<file path="src/verilog/fst_pkg.sv">
// Constants and types for the frame-sync trigger block.
// Assumes a single 50 MHz system clock; every count below is in cycles of it.
`default_nettype none

package fst_pkg;

  // ************************************************************
  // Clock
  // ************************************************************
  localparam int unsigned CLK_PERIOD_NS = 20;

  // ************************************************************
  // Frame periods, primary mode
  // ************************************************************
  localparam real PERIOD_120_MS = 8.3;
  localparam real PERIOD_30_MS = 33.3;
  localparam real PERIOD_15_MS = 66.7;
  localparam int unsigned PERIOD_120_CYC = int'($floor(PERIOD_120_MS * 1.0e6 / CLK_PERIOD_NS));
  localparam int unsigned PERIOD_30_CYC = int'($floor(PERIOD_30_MS * 1.0e6 / CLK_PERIOD_NS));
  localparam int unsigned PERIOD_15_CYC = int'($floor(PERIOD_15_MS * 1.0e6 / CLK_PERIOD_NS));

  // ************************************************************
  // Accepted input period window, secondary mode
  // ************************************************************
  localparam real SEC_MIN_MS = 8.33;
  localparam real SEC_MAX_MS = 66.67;
  // Least time rounds up, longest rounds down
  localparam int unsigned SEC_MIN_CYC = int'($ceil(SEC_MIN_MS * 1.0e6 / CLK_PERIOD_NS));
  localparam int unsigned SEC_MAX_CYC = int'($floor(SEC_MAX_MS * 1.0e6 / CLK_PERIOD_NS));

  // ************************************************************
  // Output pulse width
  // ************************************************************
  localparam int unsigned PW_MIN_NS = 37;
  localparam real PW_EXTRA_US = 25.5;
  localparam int unsigned PW_STEP_NS = 100;
  localparam int unsigned PW_W = 11;
  localparam int unsigned PW_MIN_CYC = (PW_MIN_NS + CLK_PERIOD_NS - 1) / CLK_PERIOD_NS;
  localparam int unsigned PW_MAX_CYC =
    int'($floor((PW_MIN_NS + PW_EXTRA_US * 1000.0) / CLK_PERIOD_NS));
  localparam int unsigned PW_STEP_CYC = PW_STEP_NS / CLK_PERIOD_NS;
  typedef logic [PW_W-1:0] fst_pw_t;

  // ************************************************************
  // Frame counter
  // ************************************************************
  localparam int unsigned CNT_W = 22;
  typedef logic [CNT_W-1:0] fst_cnt_t;
  localparam fst_cnt_t CNT_RESET = 22'h000000;

  // ************************************************************
  // Frame-rate select codes
  // ************************************************************
  typedef enum logic [1:0] {
    RATE_30 = 2'h0,
    RATE_120 = 2'h1,
    RATE_15 = 2'h2,
    RATE_RSVD = 2'h3
  } fst_rate_t;

  // ************************************************************
  // Frame-timing states, Gray along wait-lock-lost
  // ************************************************************
  typedef enum logic [1:0] {
    ST_WAIT = 2'h0,
    ST_LOCK = 2'h1,
    ST_LOST = 2'h3,
    ST_PRIMARY = 2'h2
  } fst_state_t;

endpackage : fst_pkg

`default_nettype wire

</file>
<file path="src/verilog/fst_pulse_if.sv">
// Interface between the frame timer and the output pulse generator.
// Assumes both ends run on the same clock.
`default_nettype none

interface fst_pulse_if;
  logic fire;
  fst_pkg::fst_pw_t width_cyc;
  logic level;

  modport ctrl (output fire, output width_cyc, input level);
  modport gen (input fire, input width_cyc, output level);
endinterface : fst_pulse_if

`default_nettype wire

</file>
<file path="src/verilog/fst_pulse_gen.sv">
// Output trigger pulse generator: a fire strobe starts a pulse of width_cyc cycles.
// Assumes fire is one cycle wide and width_cyc is at least one.
`default_nettype none

module fst_pulse_gen (
  // Clock, reset, enable
  input wire logic mclk,
  input wire logic sys_rst,
  input wire logic clk_en,
  // Pulse request and level
  fst_pulse_if.gen pif
);

  // ************************************************************
  // Width timer
  // ************************************************************
  fst_pkg::fst_pw_t cnt_q;
  fst_pkg::fst_pw_t cnt_d;
  logic level_q;
  logic level_d;

  // Retrigger restarts the pulse rather than stretching it unpredictably
  always_comb begin
    cnt_d = cnt_q;
    level_d = level_q;
    if (pif.fire) begin
      level_d = 1'b1;
      cnt_d = pif.width_cyc - fst_pkg::fst_pw_t'(1);
    end else if (cnt_q != '0) begin
      cnt_d = cnt_q - fst_pkg::fst_pw_t'(1);
    end else begin
      level_d = 1'b0;
    end
  end

  // Registers only
  always_ff @(posedge mclk or posedge sys_rst) begin
    if (sys_rst) begin
      cnt_q <= '0;
      level_q <= 1'b0;
    end else if (clk_en) begin
      cnt_q <= cnt_d;
      level_q <= level_d;
    end
  end

  assign pif.level = level_q;

endmodule : fst_pulse_gen

`default_nettype wire

</file>
<file path="src/verilog/fst_top.sv">
// Frame-sync trigger logic: primary emits per-frame trigger pulses,
// secondary takes its frame timing from pulses arriving on its input pin.
// Assumes configuration inputs come from logic on mclk; frame_sync_in is a pin.
//
// Behaviour
// - Primary drives one trigger pulse per frame; period follows the selected rate.
// - Primary pulse width is programmable from 37 ns up to 37 ns plus 25.5 us.
// - Secondary accepts input pulses spaced 8.33 to 66.67 ms as frame timing.
// - Input pin is only ever read, output pin is only ever driven.
`default_nettype none

module fst_top #(
  parameter int unsigned PERIOD_120_CYC = fst_pkg::PERIOD_120_CYC,
  parameter int unsigned PERIOD_30_CYC = fst_pkg::PERIOD_30_CYC,
  parameter int unsigned PERIOD_15_CYC = fst_pkg::PERIOD_15_CYC,
  parameter int unsigned SEC_MIN_CYC = fst_pkg::SEC_MIN_CYC,
  parameter int unsigned SEC_MAX_CYC = fst_pkg::SEC_MAX_CYC
) (
  // Clock, reset, enable
  input wire logic mclk,
  input wire logic sys_rst,
  input wire logic clk_en,
  // Configuration
  input wire logic primary_mode,
  input wire logic [1:0] rate_sel,
  input wire logic [7:0] sync_pulse_width,
  // Trigger pins
  input wire logic frame_sync_in,
  output logic frame_sync_out,
  // Frame timing status
  output logic frame_start,
  output logic sync_locked,
  output logic sync_lost,
  output logic period_err,
  output logic [fst_pkg::CNT_W-1:0] sync_period
);

  // ************************************************************
  // Counts at counter width
  // ************************************************************
  localparam fst_pkg::fst_cnt_t P120_C = fst_pkg::fst_cnt_t'(PERIOD_120_CYC);
  localparam fst_pkg::fst_cnt_t P30_C = fst_pkg::fst_cnt_t'(PERIOD_30_CYC);
  localparam fst_pkg::fst_cnt_t P15_C = fst_pkg::fst_cnt_t'(PERIOD_15_CYC);
  localparam fst_pkg::fst_cnt_t SMIN_C = fst_pkg::fst_cnt_t'(SEC_MIN_CYC);
  localparam fst_pkg::fst_cnt_t SMAX_C = fst_pkg::fst_cnt_t'(SEC_MAX_CYC);
  localparam fst_pkg::fst_pw_t PW_MIN_C = fst_pkg::fst_pw_t'(fst_pkg::PW_MIN_CYC);
  localparam fst_pkg::fst_pw_t PW_MAX_C = fst_pkg::fst_pw_t'(fst_pkg::PW_MAX_CYC);
  localparam fst_pkg::fst_pw_t PW_STEP_C = fst_pkg::fst_pw_t'(fst_pkg::PW_STEP_CYC);

  // ************************************************************
  // Decoders
  // ************************************************************

  // Frame period for a rate code; the reserved code falls back to 30 fps
  function automatic fst_pkg::fst_cnt_t period_of(input logic [1:0] code);
    fst_pkg::fst_cnt_t p;
    p = P30_C;
    case (fst_pkg::fst_rate_t'(code))
      fst_pkg::RATE_120: p = P120_C;
      fst_pkg::RATE_15: p = P15_C;
      default: p = P30_C;
    endcase
    return p;
  endfunction : period_of

  // Pulse width in cycles, clipped so it never exceeds the longest width
  function automatic fst_pkg::fst_pw_t width_of(input logic [7:0] code);
    fst_pkg::fst_pw_t w;
    w = PW_MIN_C + fst_pkg::fst_pw_t'(code) * PW_STEP_C;
    if (w > PW_MAX_C) begin
      w = PW_MAX_C;
    end
    return w;
  endfunction : width_of

  // ************************************************************
  // Input pin synchroniser and edge detect
  // ************************************************************
  logic [2:0] sync_q;
  logic [2:0] sync_d;
  logic edge_seen;

  // Stage 0 feeds stage 1 only; stage 2 is the edge reference
  always_comb begin
    sync_d = {sync_q[1:0], frame_sync_in};
  end

  always_ff @(posedge mclk or posedge sys_rst) begin
    if (sys_rst) begin
      sync_q <= 3'h0;
    end else if (clk_en) begin
      sync_q <= sync_d;
    end
  end

  // Short 37 ns pulses span at least one sample at 20 ns
  assign edge_seen = sync_q[1] & ~sync_q[2];

  // ************************************************************
  // Pulse generator link
  // ************************************************************
  fst_pulse_if pif ();
  logic fire_c;

  assign pif.fire = fire_c;
  assign pif.width_cyc = width_of(sync_pulse_width);

  fst_pulse_gen u_pulse_gen (
    .mclk (mclk),
    .sys_rst (sys_rst),
    .clk_en (clk_en),
    .pif (pif.gen)
  );

  // ************************************************************
  // Frame timer and mode state
  // ************************************************************
  fst_pkg::fst_state_t state_q;
  fst_pkg::fst_state_t state_d;
  fst_pkg::fst_cnt_t cnt_q;
  fst_pkg::fst_cnt_t cnt_d;
  fst_pkg::fst_cnt_t period_q;
  fst_pkg::fst_cnt_t period_d;
  fst_pkg::fst_cnt_t prd;
  fst_pkg::fst_cnt_t elapsed;
  logic start_q;
  logic start_d;
  logic locked_q;
  logic locked_d;
  logic lost_q;
  logic lost_d;
  logic err_q;
  logic err_d;

  // Mode change wins over frame events so a switch always starts clean
  always_comb begin
    state_d = state_q;
    cnt_d = cnt_q;
    period_d = period_q;
    start_d = 1'b0;
    err_d = 1'b0;
    lost_d = lost_q;
    fire_c = 1'b0;
    prd = period_of(rate_sel);
    elapsed = cnt_q + fst_pkg::fst_cnt_t'(1);
    if (primary_mode && (state_q != fst_pkg::ST_PRIMARY)) begin
      // Entering primary fires the first frame at once
      state_d = fst_pkg::ST_PRIMARY;
      cnt_d = fst_pkg::CNT_RESET;
      fire_c = 1'b1;
      start_d = 1'b1;
      period_d = prd;
      lost_d = 1'b0;
    end else if (!primary_mode && (state_q == fst_pkg::ST_PRIMARY)) begin
      // Leaving primary waits for the partner's next edge
      state_d = fst_pkg::ST_WAIT;
      cnt_d = fst_pkg::CNT_RESET;
      lost_d = 1'b0;
    end else begin
      unique case (state_q)
        fst_pkg::ST_PRIMARY: begin
          // Compare with >= so a rate change mid-frame cannot overrun
          if (cnt_q >= prd - fst_pkg::fst_cnt_t'(1)) begin
            cnt_d = fst_pkg::CNT_RESET;
            fire_c = 1'b1;
            start_d = 1'b1;
            period_d = prd;
          end else begin
            cnt_d = elapsed;
          end
        end
        fst_pkg::ST_WAIT, fst_pkg::ST_LOST: begin
          // No reference yet: the first edge is taken as a frame
          if (edge_seen) begin
            state_d = fst_pkg::ST_LOCK;
            cnt_d = fst_pkg::CNT_RESET;
            start_d = 1'b1;
            lost_d = 1'b0;
          end
        end
        fst_pkg::ST_LOCK: begin
          if (edge_seen && (elapsed >= SMIN_C)) begin
            // Spacing inside the window; upper bound held by the timeout
            cnt_d = fst_pkg::CNT_RESET;
            start_d = 1'b1;
            period_d = elapsed;
          end else if (edge_seen) begin
            // Too close to the last frame: ignored, timing unchanged
            err_d = 1'b1;
            cnt_d = elapsed;
          end else if (elapsed >= SMAX_C) begin
            // Partner silent past the longest period
            state_d = fst_pkg::ST_LOST;
            lost_d = 1'b1;
          end else begin
            cnt_d = elapsed;
          end
        end
      endcase
    end
    locked_d = (state_d == fst_pkg::ST_LOCK);
  end

  // Registers only; clk_en low freezes everything
  always_ff @(posedge mclk or posedge sys_rst) begin
    if (sys_rst) begin
      state_q <= fst_pkg::ST_WAIT;
      cnt_q <= fst_pkg::CNT_RESET;
      period_q <= fst_pkg::CNT_RESET;
      start_q <= 1'b0;
      locked_q <= 1'b0;
      lost_q <= 1'b0;
      err_q <= 1'b0;
    end else if (clk_en) begin
      state_q <= state_d;
      cnt_q <= cnt_d;
      period_q <= period_d;
      start_q <= start_d;
      locked_q <= locked_d;
      lost_q <= lost_d;
      err_q <= err_d;
    end
  end

  // ************************************************************
  // Outputs
  // ************************************************************

  // Output pin is driven in every mode; low while secondary once any pulse begun in primary has ended
  assign frame_sync_out = pif.level;
  assign frame_start = start_q;
  assign sync_locked = locked_q;
  assign sync_lost = lost_q;
  assign period_err = err_q;
  assign sync_period = period_q;

endmodule : fst_top

`default_nettype wire

</file>
<file path="config.mk">
export PLATFORM = sky130hd
export DESIGN_NAME = fst_top
export DESIGN_NICKNAME = d
export VERILOG_FILES = /design/src/verilog/fst_pkg.sv /design/src/verilog/fst_pulse_if.sv /design/src/verilog/fst_pulse_gen.sv /design/src/verilog/fst_top.sv
export SDC_FILE = /design/constraint.sdc
export NUM_CORES = 1
export LEC_CHECK = 0
export ABC_CLOCK_PERIOD_IN_PS = 6100
export BUFFER_PORTS_ARGS = -buffer_cell sky130_fd_sc_hd__buf_4
export CAP_MARGIN = 5
export CORE_ASPECT_RATIO = 0.5
export CORE_MARGIN = 10
export CORE_UTILIZATION = 30
export CTS_CLUSTER_SIZE = 8
export DETAILED_ROUTE_END_ITERATION = 10
export GPL_ROUTABILITY_DRIVEN = 0
export HOLD_SLACK_MARGIN = 0.08
export PLACE_DENSITY_LB_ADDON = 0.25
export SLEW_MARGIN = 20
export SYNTH_ARGS = -nofsm -noshare
export SYNTH_HDL_FRONTEND = slang
export SYNTH_SLANG_ARGS = --single-unit
</file>
<file path="constraint.sdc">
create_clock -name mclk -period 6.1 [get_ports mclk]
set_input_delay 0.915 -clock mclk [delete_from_list [all_inputs] [get_ports mclk]]
set_output_delay 0.915 -clock mclk [all_outputs]
set_load 0.01 [all_outputs]
</file>
* After elaboration in Yosys (flattened, before gate mapping)
Index checks and enable logic that the tools add are counted.
** Word-level totals
- Register bits :: 65
- Input bits :: 15
- Output and inout port bits :: 27
- Word-level logic and storage cells :: 99
** Cells by class
- Add/subtract/negate cells :: 5
- Multiply operators :: 1
- $lt $le $gt $ge :: 4
- Eq/ne operators :: 16
- Mux-type cells :: 46
- Bitwise logic cells :: 2
- Reduce and logical (&&, ||, !) cells :: 15
** Operators with widths (number)
- 22-bit two-way mux :: 11
- 22-bit one-hot mux with 2 select lines :: 2
- 22-bit one-hot mux with 3 select lines :: 1
- 11-bit two-way mux :: 3
- 22-bit by 1-bit adder with 22-bit output, second input constant :: 1
- 22-bit by 19-bit greater-or-equal comparator with 1-bit output, second input constant :: 1
- 22-bit greater-or-equal comparator :: 1
- 22-bit greater-or-equal comparator, second input constant :: 1
- 11-bit by 1-bit subtractor with 11-bit output, second input constant :: 2
- 22-bit by 1-bit subtractor with 22-bit output, second input constant :: 1
- 1-bit two-way mux :: 20
- 4-bit inequality test, second input constant :: 4
- 2-bit two-way mux :: 6
- 2-bit by 11-bit adder with 11-bit output, first input constant :: 1
- 11-bit > comparator, second input constant :: 1
- 8-bit by 3-bit multiplier with 11-bit output, second input constant :: 1
- 11-bit nonzero test :: 1
- 2-bit by 1-bit == test with 1-bit output, second input constant :: 3
- 2-bit == test, second input constant :: 3
- 2-bit inequality test, second input constant :: 3
- 6-bit inequality test, second input constant :: 1
- 6-bit AND reduction :: 1
- 5-bit AND reduction :: 1
- 2-bit one-hot mux with 2 select lines :: 1
- other kinds (15) :: 18

* Longest topological paths before layout
Gate-level depths: netlist of run 1.
- Depth in word-level cells :: 10
- Depth in mapped cells :: 19
- Gate-level depth less buffers :: 18

* By module
From an unflattened synthesis of run 1, not the netlist that was laid out.
** Unflattened totals
- Cells, all modules :: 649
- Area, all modules :: 5652.9 µm²
** By module, submodules not included
- fst_top :: times used 1, cells each 537, area an instance 4642.0 µm², seq. area each 1326.3 µm²
- fst_pulse_gen :: times used 1, cells each 112, area an instance 1011.0 µm², seq. area each 300.3 µm²

* Least setup slack after synthesis of run 1
Ideal clock, no wire load.
- Path type :: input to register
- From :: in rate_sel[0]
- To :: reg u_pulse_gen.cnt_q[10]
- Library setup time :: 121 ps
- Data arrival time :: 4685 ps
- Required time :: 5979 ps
- Slack :: 1294 ps
- Cell stages on the path :: 19
- Path buffers :: 1
- Path through :: inv_1 > ha_1 > inv_1 > ha_1 > nand4_1 > or4_4 > a311oi_4 > nor4_4 > or2_1 > clkbuf_1 > nor3_1 > a21oi_1 > ha_1 > nand2_1 > nor3_1 > a32o_2 > nand3_4 > mux2_4 > a22o_1
** On the way
- Word-level cells in the longest chain between the ends :: 10
- Elaborated cells on any way between the ends :: 12
- Those cells by class :: 1 x add/sub; 1 x order compare; 2 x eq/ne; 6 x mux; 2 x reduce/logical
** Ends and longest elaborated chain
- start, declared :: line fst_top.sv:25 : input wire logic [1:0] rate_sel,
- 2-bit == test / 2-bit by 1-bit == test with 1-bit output (equally long branches) :: line fst_top.sv:58 : case (fst_pkg::fst_rate_t'(code))
- 22-bit one-hot mux with 2 select lines * :: line fst_top.sv:58
- 22-bit by 1-bit subtractor with 22-bit output * :: line fst_top.sv:163 : if (cnt_q >= prd - fst_pkg::fst_cnt_t'(1)) begin
- 22-bit greater-or-equal comparator * :: line fst_top.sv:163
- 1-bit two-way mux * :: line fst_top.sv:163
- 1-bit two-way mux * :: line fst_top.sv:160 : unique case (state_q)
- 1-bit two-way mux * :: line fst_top.sv:154 : end else if (!primary_mode && (state_q == fst_pkg::ST_PRIMARY)) begin
- 1-bit two-way mux * :: line fst_top.sv:146 : if (primary_mode && (state_q != fst_pkg::ST_PRIMARY)) begin
- 2-bit nonzero test (no line)
- 2-bit AND reduction (no line)
- end signal, assigned :: line fst_pulse_gen.sv:42 : cnt_q <= cnt_d;
- end, declared :: line fst_pulse_gen.sv:17 : fst_pkg::fst_pw_t cnt_q;
Every way passes the cells marked *; elsewhere a longest branch is shown, timed or not.
A chain may end at the register's enable or synchronous reset.

* Worst setup path after layout of run 1
Same ends and word-level chain as after synthesis.

==> results of run 1 <==
## logic make-up after synthesis
family	after synthesis	share of synthesized area [%]
other	1	0.0674
XOR/XNOR	24	3.78
buffers and inverters	70	5.42
flip-flops	65	29.2
adder cells (fa/ha/maj)	46	10.3
AO/OA/AOI/OAI	194	27.0
multiplexers	9	1.82
AND/OR/NAND/NOR	241	22.3
## cells in the mapped netlist (5+ instances only)
cell type	count	share of area (%)
nor2_1	74	5.0
nand3_1	18	1.6
nand4_1	10	1.1
nor2b_1	6	0.67
and4_1	6	0.94
a211oi_1	16	2.2
xnor2_1	15	2.4
nand2b_1	6	0.67
and2_1	8	0.90
nor3_1	17	1.5
o21ai_0	19	1.7
inv_1	32	2.2
o22ai_1	5	0.56
o21ai_1	15	1.3
o211ai_1	7	0.94
a221oi_2	6	1.6
o31ai_1	19	2.6
a21oi_1	23	2.1
xor2_1	9	1.4
dfrtp_1	65	29
nand2_1	56	3.8
a22o_1	11	1.7
ha_1	46	10
a31oi_1	7	0.79
clkbuf_1	18	1.2
or3_1	5	0.56
buf_2	13	1.2
o21a_1	8	1.1
## area by class of cell
cell class / instances / area (um^2) / area share (%)
multi-input cells: 515 / 3640 / 57.2
inverters: 32 / 120 / 1.89
clock buffers: 10 / 239 / 3.76
clock inverters: 6 / 90.1 / 1.42
flip-flops and latches: 65 / 1630 / 25.6
well taps: 240 / 300 / 4.72
repair buffers: 46 / 345 / 5.43
## per-layer routing
| metal | vias up | share of wire (%) | global-route usage (%) |
|---|---|---|---|
| met5 | - | 0 | 0 |
| met4 | 0 | 1.2 | 3.40 |
| met3 | 21 | 3.7 | 2.57 |
| met2 | 103 | 45 | 20.9 |
| met1 | 2467 | 50 | 17.2 |
| li1 | 2468 | - | - |
## where the power goes
part / internal [W] / total [W] / switching, W
combinational: 0.000372 / 0.000918 / 0.000546
clock: 0.000370 / 0.000583 / 0.000213
sequential: 0.000547 / 0.000643 / 0.0000956
total: 0.00129 / 0.00214 / 0.000854
## worst max-delay path, cell delays in order
cell      delay (ns)
buf_4           0.09
inv_1           0.05
ha_1            0.46
inv_1           0.20
ha_1            0.34
a211o_1         0.29
o211ai_1        0.12
nand4_1         0.19
nor4_4          0.68
or2_1           0.48
nor3_1          0.14
a21oi_1         0.15
ha_1            0.24
nand2_1         0.06
nor3_1          0.15
a32o_2          0.25
nand3_4         0.10
mux2_4          0.30
a22o_1          0.22
## sequential cells by signal, indices dropped and copies added (netlist names)
name                   count
state_q                    2
frame_start                1
sync_locked                1
sync_q                     3
sync_period               22
sync_lost                  1
period_err                 1
u_pulse_gen.cnt_q         11
cnt_q                     22
u_pulse_gen.pif.level      1
## per-stage QoR
step	hold slack [ns]	power, W	area, um^2	instances	setup slack (ns)
4_1_cts	0.491	0.00216	6360	914	0.980
3_5_place_dp	0.477	0.00157	6030	898	0.602
3_3_place_gp	0.466	0.00156	6030	898	0.781
5_1_grt	0.531	0.00229	6360	914	0.534
2_1_floorplan	0.470	0.00126	5570	650	1.29
6_report	0.483	0.00214	6360	914	0.895
## path summary, 6_finish.rpt
path | from | to | slack, ns | depth (start not counted)
min | u_pulse_gen.pif.level | u_pulse_gen.pif.level | 0.48 | 2
max reg2reg | cnt_q[19] | u_pulse_gen.cnt_q[10] | 1.78 | 15
max in group asynchronous | sys_rst | cnt_q[20] | 4.68 | 3
min in group asynchronous | sys_rst | sync_q[2] | 0.84 | 3
max | rate_sel[0] | u_pulse_gen.cnt_q[10] | 0.89 | 19
min reg2reg | u_pulse_gen.pif.level | u_pulse_gen.pif.level | 0.48 | 2
==> results.md, run 1 <==
- CP Launch Type: input port
- Critical path peak fanout: 14
- Share of cells above drive strength 1: 14.5%
- Starting Density: 30.4%
- FMAX: 0.192 GHz
- WS Path Type: in -> reg
- Number of synthesized flops with an enable pin: 0
- CTS sink cnt: 65
- Synth Register Bits: 65
- Clock transition at path regs: 0.05 ns
- Syn nets: 711
- Antenna-violating nets left: 0
- Syn Area/Cell: 8.56 um^2
- WP data arrival: 5.43 ns
- Post-synth cell types: 93
- Vias per cell: 5.54
- Critical Path RT: 6.32 ns
- Post-synthesis sequential area ratio: 29.2%
- Skew-Pair Late Insertion Delay: 0.34 ns
- Core area: 18,300 um^2
- Power Density: 337 nW/um^2
- CTS H-tree depth: 3
- Num CTS Buffers: 9
- Drt first pass iters: 5
- Num rows: 35
- Most frequent cells in the layout: 74 x nor2_1, 65 x dfrtp_1, 56 x nand2_1
- Final Hold Violating Endpoints: 0
- Via count: 5,059
- Clock Tree Buf Depth: 2
- FILL cells: 1,905
- Most common cell after layout, fill and taps aside: nor2_1
- Max-cap violation count: 0
- Vias in the first global route: 4,925
- Crit end category: register
- First-pass GRT wire length: 25.9 mm
- Max-slew violations: 0
- I/O Pins: 42
- Final Skew: 0.00977 ns
- Syn Inst Count: 650
- Nets: 730
- Pleak: 2.64 nW
- Starting DRT DRC Count: 342
- Routed wire length: 15.8 mm
- Tmin final: 5.21 ns
- Die span in x: 213 um
- Actual slew at the worst max-slew pin: 1.04 ns
- Post-CTS sizing: 0
- HP Class: reg -> reg
- Ys async rst share: 100%
- Synth Warn #: 0
- Normalized max-slew margin: 30.8%
- # DRC: 0
- Status: finished, final reports clean
- Diodes inserted: 0
- TritonCTS clock tree: done
- Total track usage: 12.9%
- Final Cycle Share: 85.3%
- Largest net degree at the start of global routing: 66
- Cell area after synthesis: 5570 um^2
- GRT overflow: 0
- Port Buffers: 41
- Post-CTS Setup Inserts: 0
- Setup TNS Final: 0 ns
- Die area: 24,700 um^2
- Wirelength per Cell: 17.3 um
- CTS Root Buffer Type: clkbuf_16
- Hold buffers post-CTS: 0
- Final setup violation count: 0
- Ys flop type: dfrtp_1
- RSZ-0062 raised after global routing: no
- Initial antenna violation count: 0
- Core Util, Final: 34.8%
- HPWL Detailed: 11.7 mm
- Die Ht: 116 um
- P&R area growth vs syn: 14.3%
- Worst VDD drop: 0.000130 V
No activity file was read; power rests on OpenSTA's default activity.
==> run 2, diff against run 1 <==
Settings changed: PLACE_DENSITY_LB_ADDON 0.25 to default.
==> results.md, run 2 (synthesis results as in run 1) <==
- Design Power: 0.00207 W (-3.3%)
- Share of cells above drive strength 1: 14.4% (-0.13 points)
- Largest net degree at the start of global routing: 66 (unchanged)
- Wirelength per Cell: 16.7 um (-3.2%)
- HP Class: reg -> reg
- Via count: 5,055 (-0.079%)
- Final Skew: 0.00831 ns (-0.00146 ns)
- CTS sink cnt: 65 (unchanged)
- Crit end category: register
- Drt first pass iters: 5 (unchanged)
- Clock Tree Buf Depth: 2 (unchanged)
- Routed wire length: 15.3 mm (-3.4%)
- CP Launch Type: input port
- Most frequent cells in the layout: 74 x nor2_1, 65 x dfrtp_1, 56 x nand2_1
- Critical path peak fanout: 14 (unchanged)
- Skew-Pair Late Insertion Delay: 0.34 ns (about the same)
- Worst path bufs/invs: 3 (unchanged)
- # DRC: 0 (unchanged)
- Port Buffers: 41 (unchanged)
- I/O Pins: 42 (unchanged)
- Final Hold Violating Endpoints: 0 (unchanged)
- Power Density: 328 nW/um^2 (-2.6%)
- TritonCTS clock tree: done
- Diodes inserted: 0 (unchanged)
- CTS Root Buffer Type: clkbuf_16
- WP data arrival: 5.41 ns (-0.02 ns)
- Post-CTS sizing: 0 (unchanged)
- Critical Path RT: 6.32 ns (about the same)
- Hold buffers post-CTS: 0 (unchanged)
- Starting Density: 30.4% (unchanged)
- RSZ-0062 raised after global routing: no
- Max-cap violation count: 0 (unchanged)
- Nets: 730 (unchanged)
- Reg2Reg Depth: 15 (unchanged)
- Die area: 24,700 um^2 (unchanged)
- Slowest CP cell: nor4_4
- Critical path depth: 19 (unchanged)
- Worst VDD drop: 0.000139 V (+7.5%)
- Clock transition at path regs: 0.06 ns (about the same)
- CP cell instances: buf_4, inv_1, ha_1, inv_1, ha_1, a211o_1, o211ai_1, nand4_1, nor4_4, or2_1, nor3_1, a21oi_1, ha_1, nand2_1, nor3_1, a32o_2, nand3_4, mux2_4, a22o_1
- Starting DRT DRC Count: 440 (+29%)
- Die Ht: 116 um (unchanged)
- Actual slew at the worst max-slew pin: 0.950 ns (-0.0880 ns)
- Crit path max-delay family: simple AND/OR/NAND/NOR gates
- Vias in the first global route: 4,917 (-0.16%)
- CTS H-tree depth: 3 (unchanged)
- Setup TNS Final: 0 ns (unchanged)
- Num CTS Buffers: 9 (unchanged)
- Worst setup margin: 0.912 ns (+0.0170 ns)
- Status: finished, final reports clean
- First-pass GRT wire length: 25.7 mm (-0.88%)
- Pleak: 2.62 nW (-0.83%)
- Final Cycle Share: 85.1% (-0.28 points)
- FMAX: 0.193 GHz (+0.33%)
- Die span in x: 213 um (unchanged)
- FILL cells: 1,899 (-0.31%)
- Total track usage: 12.6% (-0.36 points)
- DP Worst Slack: 0.611 ns (+0.00852 ns)
- Max incr delay on CP: 0.69 ns (about the same)
- Num rows: 35 (unchanged)
- Core area: 18,300 um^2 (unchanged)
- Tmin final: 5.19 ns (-0.0170 ns)
- Max-slew violations: 0 (unchanged)
- GRT overflow: 0 (unchanged)
- HPWL Detailed: 11.2 mm (-4.5%)
- Post-CTS Setup Inserts: 0 (unchanged)
- Initial antenna violation count: 0 (unchanged)
- P&R area growth vs syn: 13.5%
- Normalized max-slew margin: 36.7% (+5.9 points)
- WS Path Type: in -> reg
- Final setup violation count: 0 (unchanged)
- Antenna-violating nets left: 0 (unchanged)
- Hold path depth: 2 (unchanged)
- Critical path's most frequent cell: ha_1
- Vias per cell: 5.54 (about the same)
- Most common cell after layout, fill and taps aside: nor2_1
## run 2: cell count changes in the layout (fill, tap and decap cells not counted), sizes merged
cell / delta
inv: -1
clkinvlp: +1
clkinv: +1
clkbuf: -1
bufinv: -1
## run 2: layout make-up
type                    count  area, um^2  area share [%]
clock buffers               9         225            3.56
well taps                 240         300            4.75
multi-input cells         515        3640            57.6
clock inverters             6        60.1           0.950
flip-flops and latches     65        1630            25.7
repair buffers             46         345            5.46
inverters                  32         120            1.90
## run 2: routing by layer
metal  vias to the layer above  GRT usage [%]  share of wire (%)
li1                       2466              -                  -
met1                      2445           17.3                 49
met2                       129           19.9                 45
met3                        15           2.17                4.3
met4                         0           3.36                1.4
met5                         -              0                  0
## run 2: where the power goes
| group | switching, W | internal (W) |
|---|---|---|
| clock network | 0.000206 | 0.000312 |
| registers | 0.0000978 | 0.000547 |
| logic | 0.000539 | 0.000371 |
## run 2: worst paths after layout
kind,slack (ns),from,to
worst min-delay path,0.49,period_err,period_err
min in group asynchronous,0.84,sys_rst,u_pulse_gen.cnt_q[7]
worst min register to register,0.49,period_err,period_err
worst max register to register,1.78,cnt_q[19],u_pulse_gen.cnt_q[10]
max in group asynchronous,4.68,sys_rst,cnt_q[9]
worst max-delay path,0.91,rate_sel[0],u_pulse_gen.cnt_q[10]
## run 2: stage by stage
step	utilization [%]	hold WS (ns)	cell area (um^2)	cells
floorplan	-	0.470	5570	650
detailed placement	33.0	0.485	6030	898
global placement	33.0	0.469	6030	898
global route	34.5	0.518	6320	913
finish	34.5	0.494	6320	913
CTS	34.5	0.498	6320	913
## run 2: tightest hold or removal path, cell delays in order (launching register included)
cell      delay (ns)
dfrtp_1         0.35
nand2b_1        0.06
o41ai_1         0.05
==> run 3, diff against run 2 <==
Settings changed: ABC_AREA from default to 1.
==> results.md, run 3 <==
- RSZ-0062 raised after global routing: no
- Hold slack final: 0.478 ns (-0.0156 ns)
- Drt first pass iters: 5 (unchanged)
- Commonest cells in the netlist: 282 x nand2_1, 103 x inv_1, 67 x nor2_1, 65 x dfrtp_1, 49 x nand3_1
- TritonCTS clock tree: done
- Routed wire length: 14.3 mm (-6.6%)
- GRT overflow: 0 (unchanged)
- CTS Root Buffer Type: clkbuf_16
- Most common cell after layout, fill and taps aside: nand2_1
- Most common cell in the netlist: nand2_1
- R2R Setup Slk: 2.71 ns (+0.93 ns)
- Nets: 906 (+24%)
- Crit path max-delay family: simple AND/OR/NAND/NOR gates
- Post-CTS sizing: 0 (unchanged)
- Dominant cells by area after synthesis: dfrtp_1 30%, nand2_1 20%, ha_1 11%
- Antenna-violating nets left: 0 (unchanged)
- RR Startpoint: cnt_q[1]
- Max-cap violation count: 0 (unchanged)
- FMAX: 0.248 GHz (+29%)
- Setup TNS Final: 0 ns (unchanged)
- Clock network fraction of design power: 25.5% (+0.5 points)
- Normalized max-slew margin: 34.3% (-2.4 points)
- Cell area after synthesis: 5410 um^2 (-2.8%)
- Worst flop-to-flop path endpoint: cnt_q[9]
- Num CTS Buffers: 9 (unchanged)
- Final Cycle Share: 66.1% (-19 points)
- Worst setup path startpoint: rate_sel[0]
- Actual slew at the worst max-slew pin: 0.982 ns (+0.0324 ns)
- Post-CTS Setup Inserts: 0 (unchanged)
- WS Path Type: in -> reg
- Post-synth cell types: 44 (-53%)
- Power Density: 328 nW/um^2 (about the same)
- Reg2Reg Depth: 17 (+2)
- CTS sink cnt: 65 (unchanged)
- Status: finished, final reports clean
- Final setup violation count: 0 (unchanged)
- FILL cells: 1,907 (+0.42%)
- Skew-Pair Late Insertion Delay: 0.34 ns (about the same)
- CP Capture Point: u_pulse_gen.cnt_q[6]
- Die span in x: 210 um (-1.3%)
- I/O Pins: 42 (unchanged)
- Reg power frac: 31.5% (+0.4 points)
- HP Class: reg -> reg
- CTS H-tree depth: 3 (unchanged)
- HPWL Detailed: 11.0 mm (-1.2%)
- Syn Inst Count: 806 (+24%)
- Crit end category: register
- Core area: 17,500 um^2 (-4.3%)
- Post-synthesis sequential area ratio: 30.1% (+0.85 points)
- Diodes inserted: 0 (unchanged)
- Share of the synthesized area in the top cell type: 30.1% (+0.85 points)
- Clock transition at path regs: 0.06 ns (about the same)
- Sw Ratio: 41.6% (+0.97 points)
- Final Hold Violating Endpoints: 0 (unchanged)
- CP cell instances: buf_4, inv_1, ha_1, inv_1, ha_1, nand2_1, nor2_1, nand2_1, nor2_1, nand2_1, nand4_1, nand3_1, nand2_1, inv_2, nand2_1, nand2_1, inv_1, ha_1, nand3_1, nor2_2, nand2_1, nand3_1, o21ai_0
- Starting Density: 30.9% (+0.45 points)
- Placed insts: 1,068 (+19%)
- Number of synthesized flops with an enable pin: 0 (unchanged)
- Critical path peak fanout: 16 (+2)
- WP data arrival: 4.22 ns (-1.19 ns)
- Int Power: 0.00119 W (-3.2%)
- First-pass GRT wire length: 24.0 mm (-6.6%)
- Final Skew: 0.00898 ns (+0.000676 ns)
- Largest net degree at the start of global routing: 66 (unchanged)
- P&R area growth vs syn: 15.0%
- CP Launch Type: input port
- # DRC: 0 (unchanged)
- Worst VDD drop: 0.000145 V (+3.7%)
- Share of cells above drive strength 1: 12.5% (-1.9 points)
- Critical path's most frequent cell: nand2_1
- Slowest CP cell: nand2_1
- Critical path depth: 23 (+4)
- Die area: 24,100 um^2 (-2.5%)
- Comb power frac: 43.0% (-0.9 points)
- Starting DRT DRC Count: 406 (-7.7%)
- Clock Tree Buf Depth: 2 (unchanged)
- Tmin final: 4.03 ns (-1.16 ns)
- Die Ht: 115 um (-1.2%)
- Critical Path RT: 6.29 ns (-0.03 ns)
- Core Util, Final: 35.5% (+0.97 points)
- Switch Pwr: 0.000848 W (+0.71%)
- Initial antenna violation count: 0 (unchanged)
- Max-slew violations: 0 (unchanged)
- Synth Warn #: 0 (unchanged)
- Synth area leader: dfrtp_1
- Port Buffers: 41 (unchanged)
- Syn Area/Cell: 6.71 um^2 (-22%)
- Vias per cell: 4.78 (-14%)
- Vias in the first global route: 5,002 (+1.7%)
- Num rows: 34 (-2.9%)
- Synth Register Bits: 65 (unchanged)
- Ys async rst share: 100% (unchanged)
- Total track usage: 11.9% (-0.70 points)
- Cell Count, Final, Fillers Out: 1,084 (+19%)
- Syn nets: 867 (+22%)
- Ys flop type: dfrtp_1
- Hold buffers post-CTS: 0 (unchanged)
- Wirelength per Cell: 13.2 um (-21%)
- Worst path bufs/invs: 5 (+2)
- Max incr delay on CP: 0.40 ns (-0.29 ns)
- Pleak: 3.24 nW (+23%)
- Most frequent cells in the layout: 282 x nand2_1, 102 x inv_1, 67 x nor2_1
- Via count: 5,181 (+2.5%)
==> run 3: cell families after synthesis <==
logic type / share of synthesized area, %
other cells: 0.0693
simple gates: 38.0
flops: 30.1
buf+inv: 9.74
xor+xnor: 1.46
fa+ha+maj: 10.6
compound gates: 10.0
==> run 3: worst min-delay path by stage <==
stage | end | cells after the start | from
global placement | sync_q[0] | 2 | sync_q[0]
CTS | sync_period[17] | 2 | sync_period[17]
global route | sync_period[4] | 2 | sync_period[4]
finish | sync_q[0] | 2 | sync_q[0]
floorplan | sync_q[0] | 2 | sync_q[0]
detailed placement | sync_period[4] | 2 | sync_period[4]
==> run 3: layout make-up <==
cell class / count / area [um^2] / share of cell area, %
Clock buffer: 9 / 225 / 3.62
Clock inverter: 7 / 71.3 / 1.15
Inverter: 109 / 412 / 6.62
Multi-Input combinational cell: 615 / 3260 / 52.3
Sequential cell: 65 / 1630 / 26.1
Tap cell: 234 / 293 / 4.71
Timing Repair Buffer: 45 / 338 / 5.43
==> run 3: power groups by stage <==
stage / combinational (W) / sequential [W] / clock (W)
after global placement: 0.000875 / 0.000645 / 0
after detailed placement: 0.000884 / 0.000648 / 0
after CTS: 0.000888 / 0.000643 / 0.000529
after floorplan: 0.000598 / 0.000663 / 0
final: 0.000877 / 0.000642 / 0.000521
after global routing: 0.00100 / 0.000659 / 0.000547
==> run 3: metal layers <==
| metal | track usage (%) | vias to the layer above | wire [um] |
|---|---|---|---|
| met3 | 2.08 | 18 | 628 |
| met1 | 14.5 | 2373 | 6660 |
| met5 | 0 | - | 0 |
| li1 | - | 2669 | - |
| met2 | 21.0 | 121 | 6810 |
| met4 | 3.57 | 0 | 189 |
==> run 3: tightest hold or removal path: cells and delay by family, from the launching register on <==
kind	cells	cell delay, ns
AND/OR/NAND/NOR	2	0.10
flip-flops	1	0.34
==> run 3: stage by stage <==
stage / cell area (um^2) / total power [W] / setup WS (ns)
2_1_floorplan: 5410 / 0.00126 / 2.61
3_3_place_gp: 5920 / 0.00152 / 1.91
3_5_place_dp: 5920 / 0.00153 / 1.71
4_1_cts: 6220 / 0.00206 / 2.08
5_1_grt: 6220 / 0.00221 / 1.66
6_report: 6220 / 0.00204 / 2.07
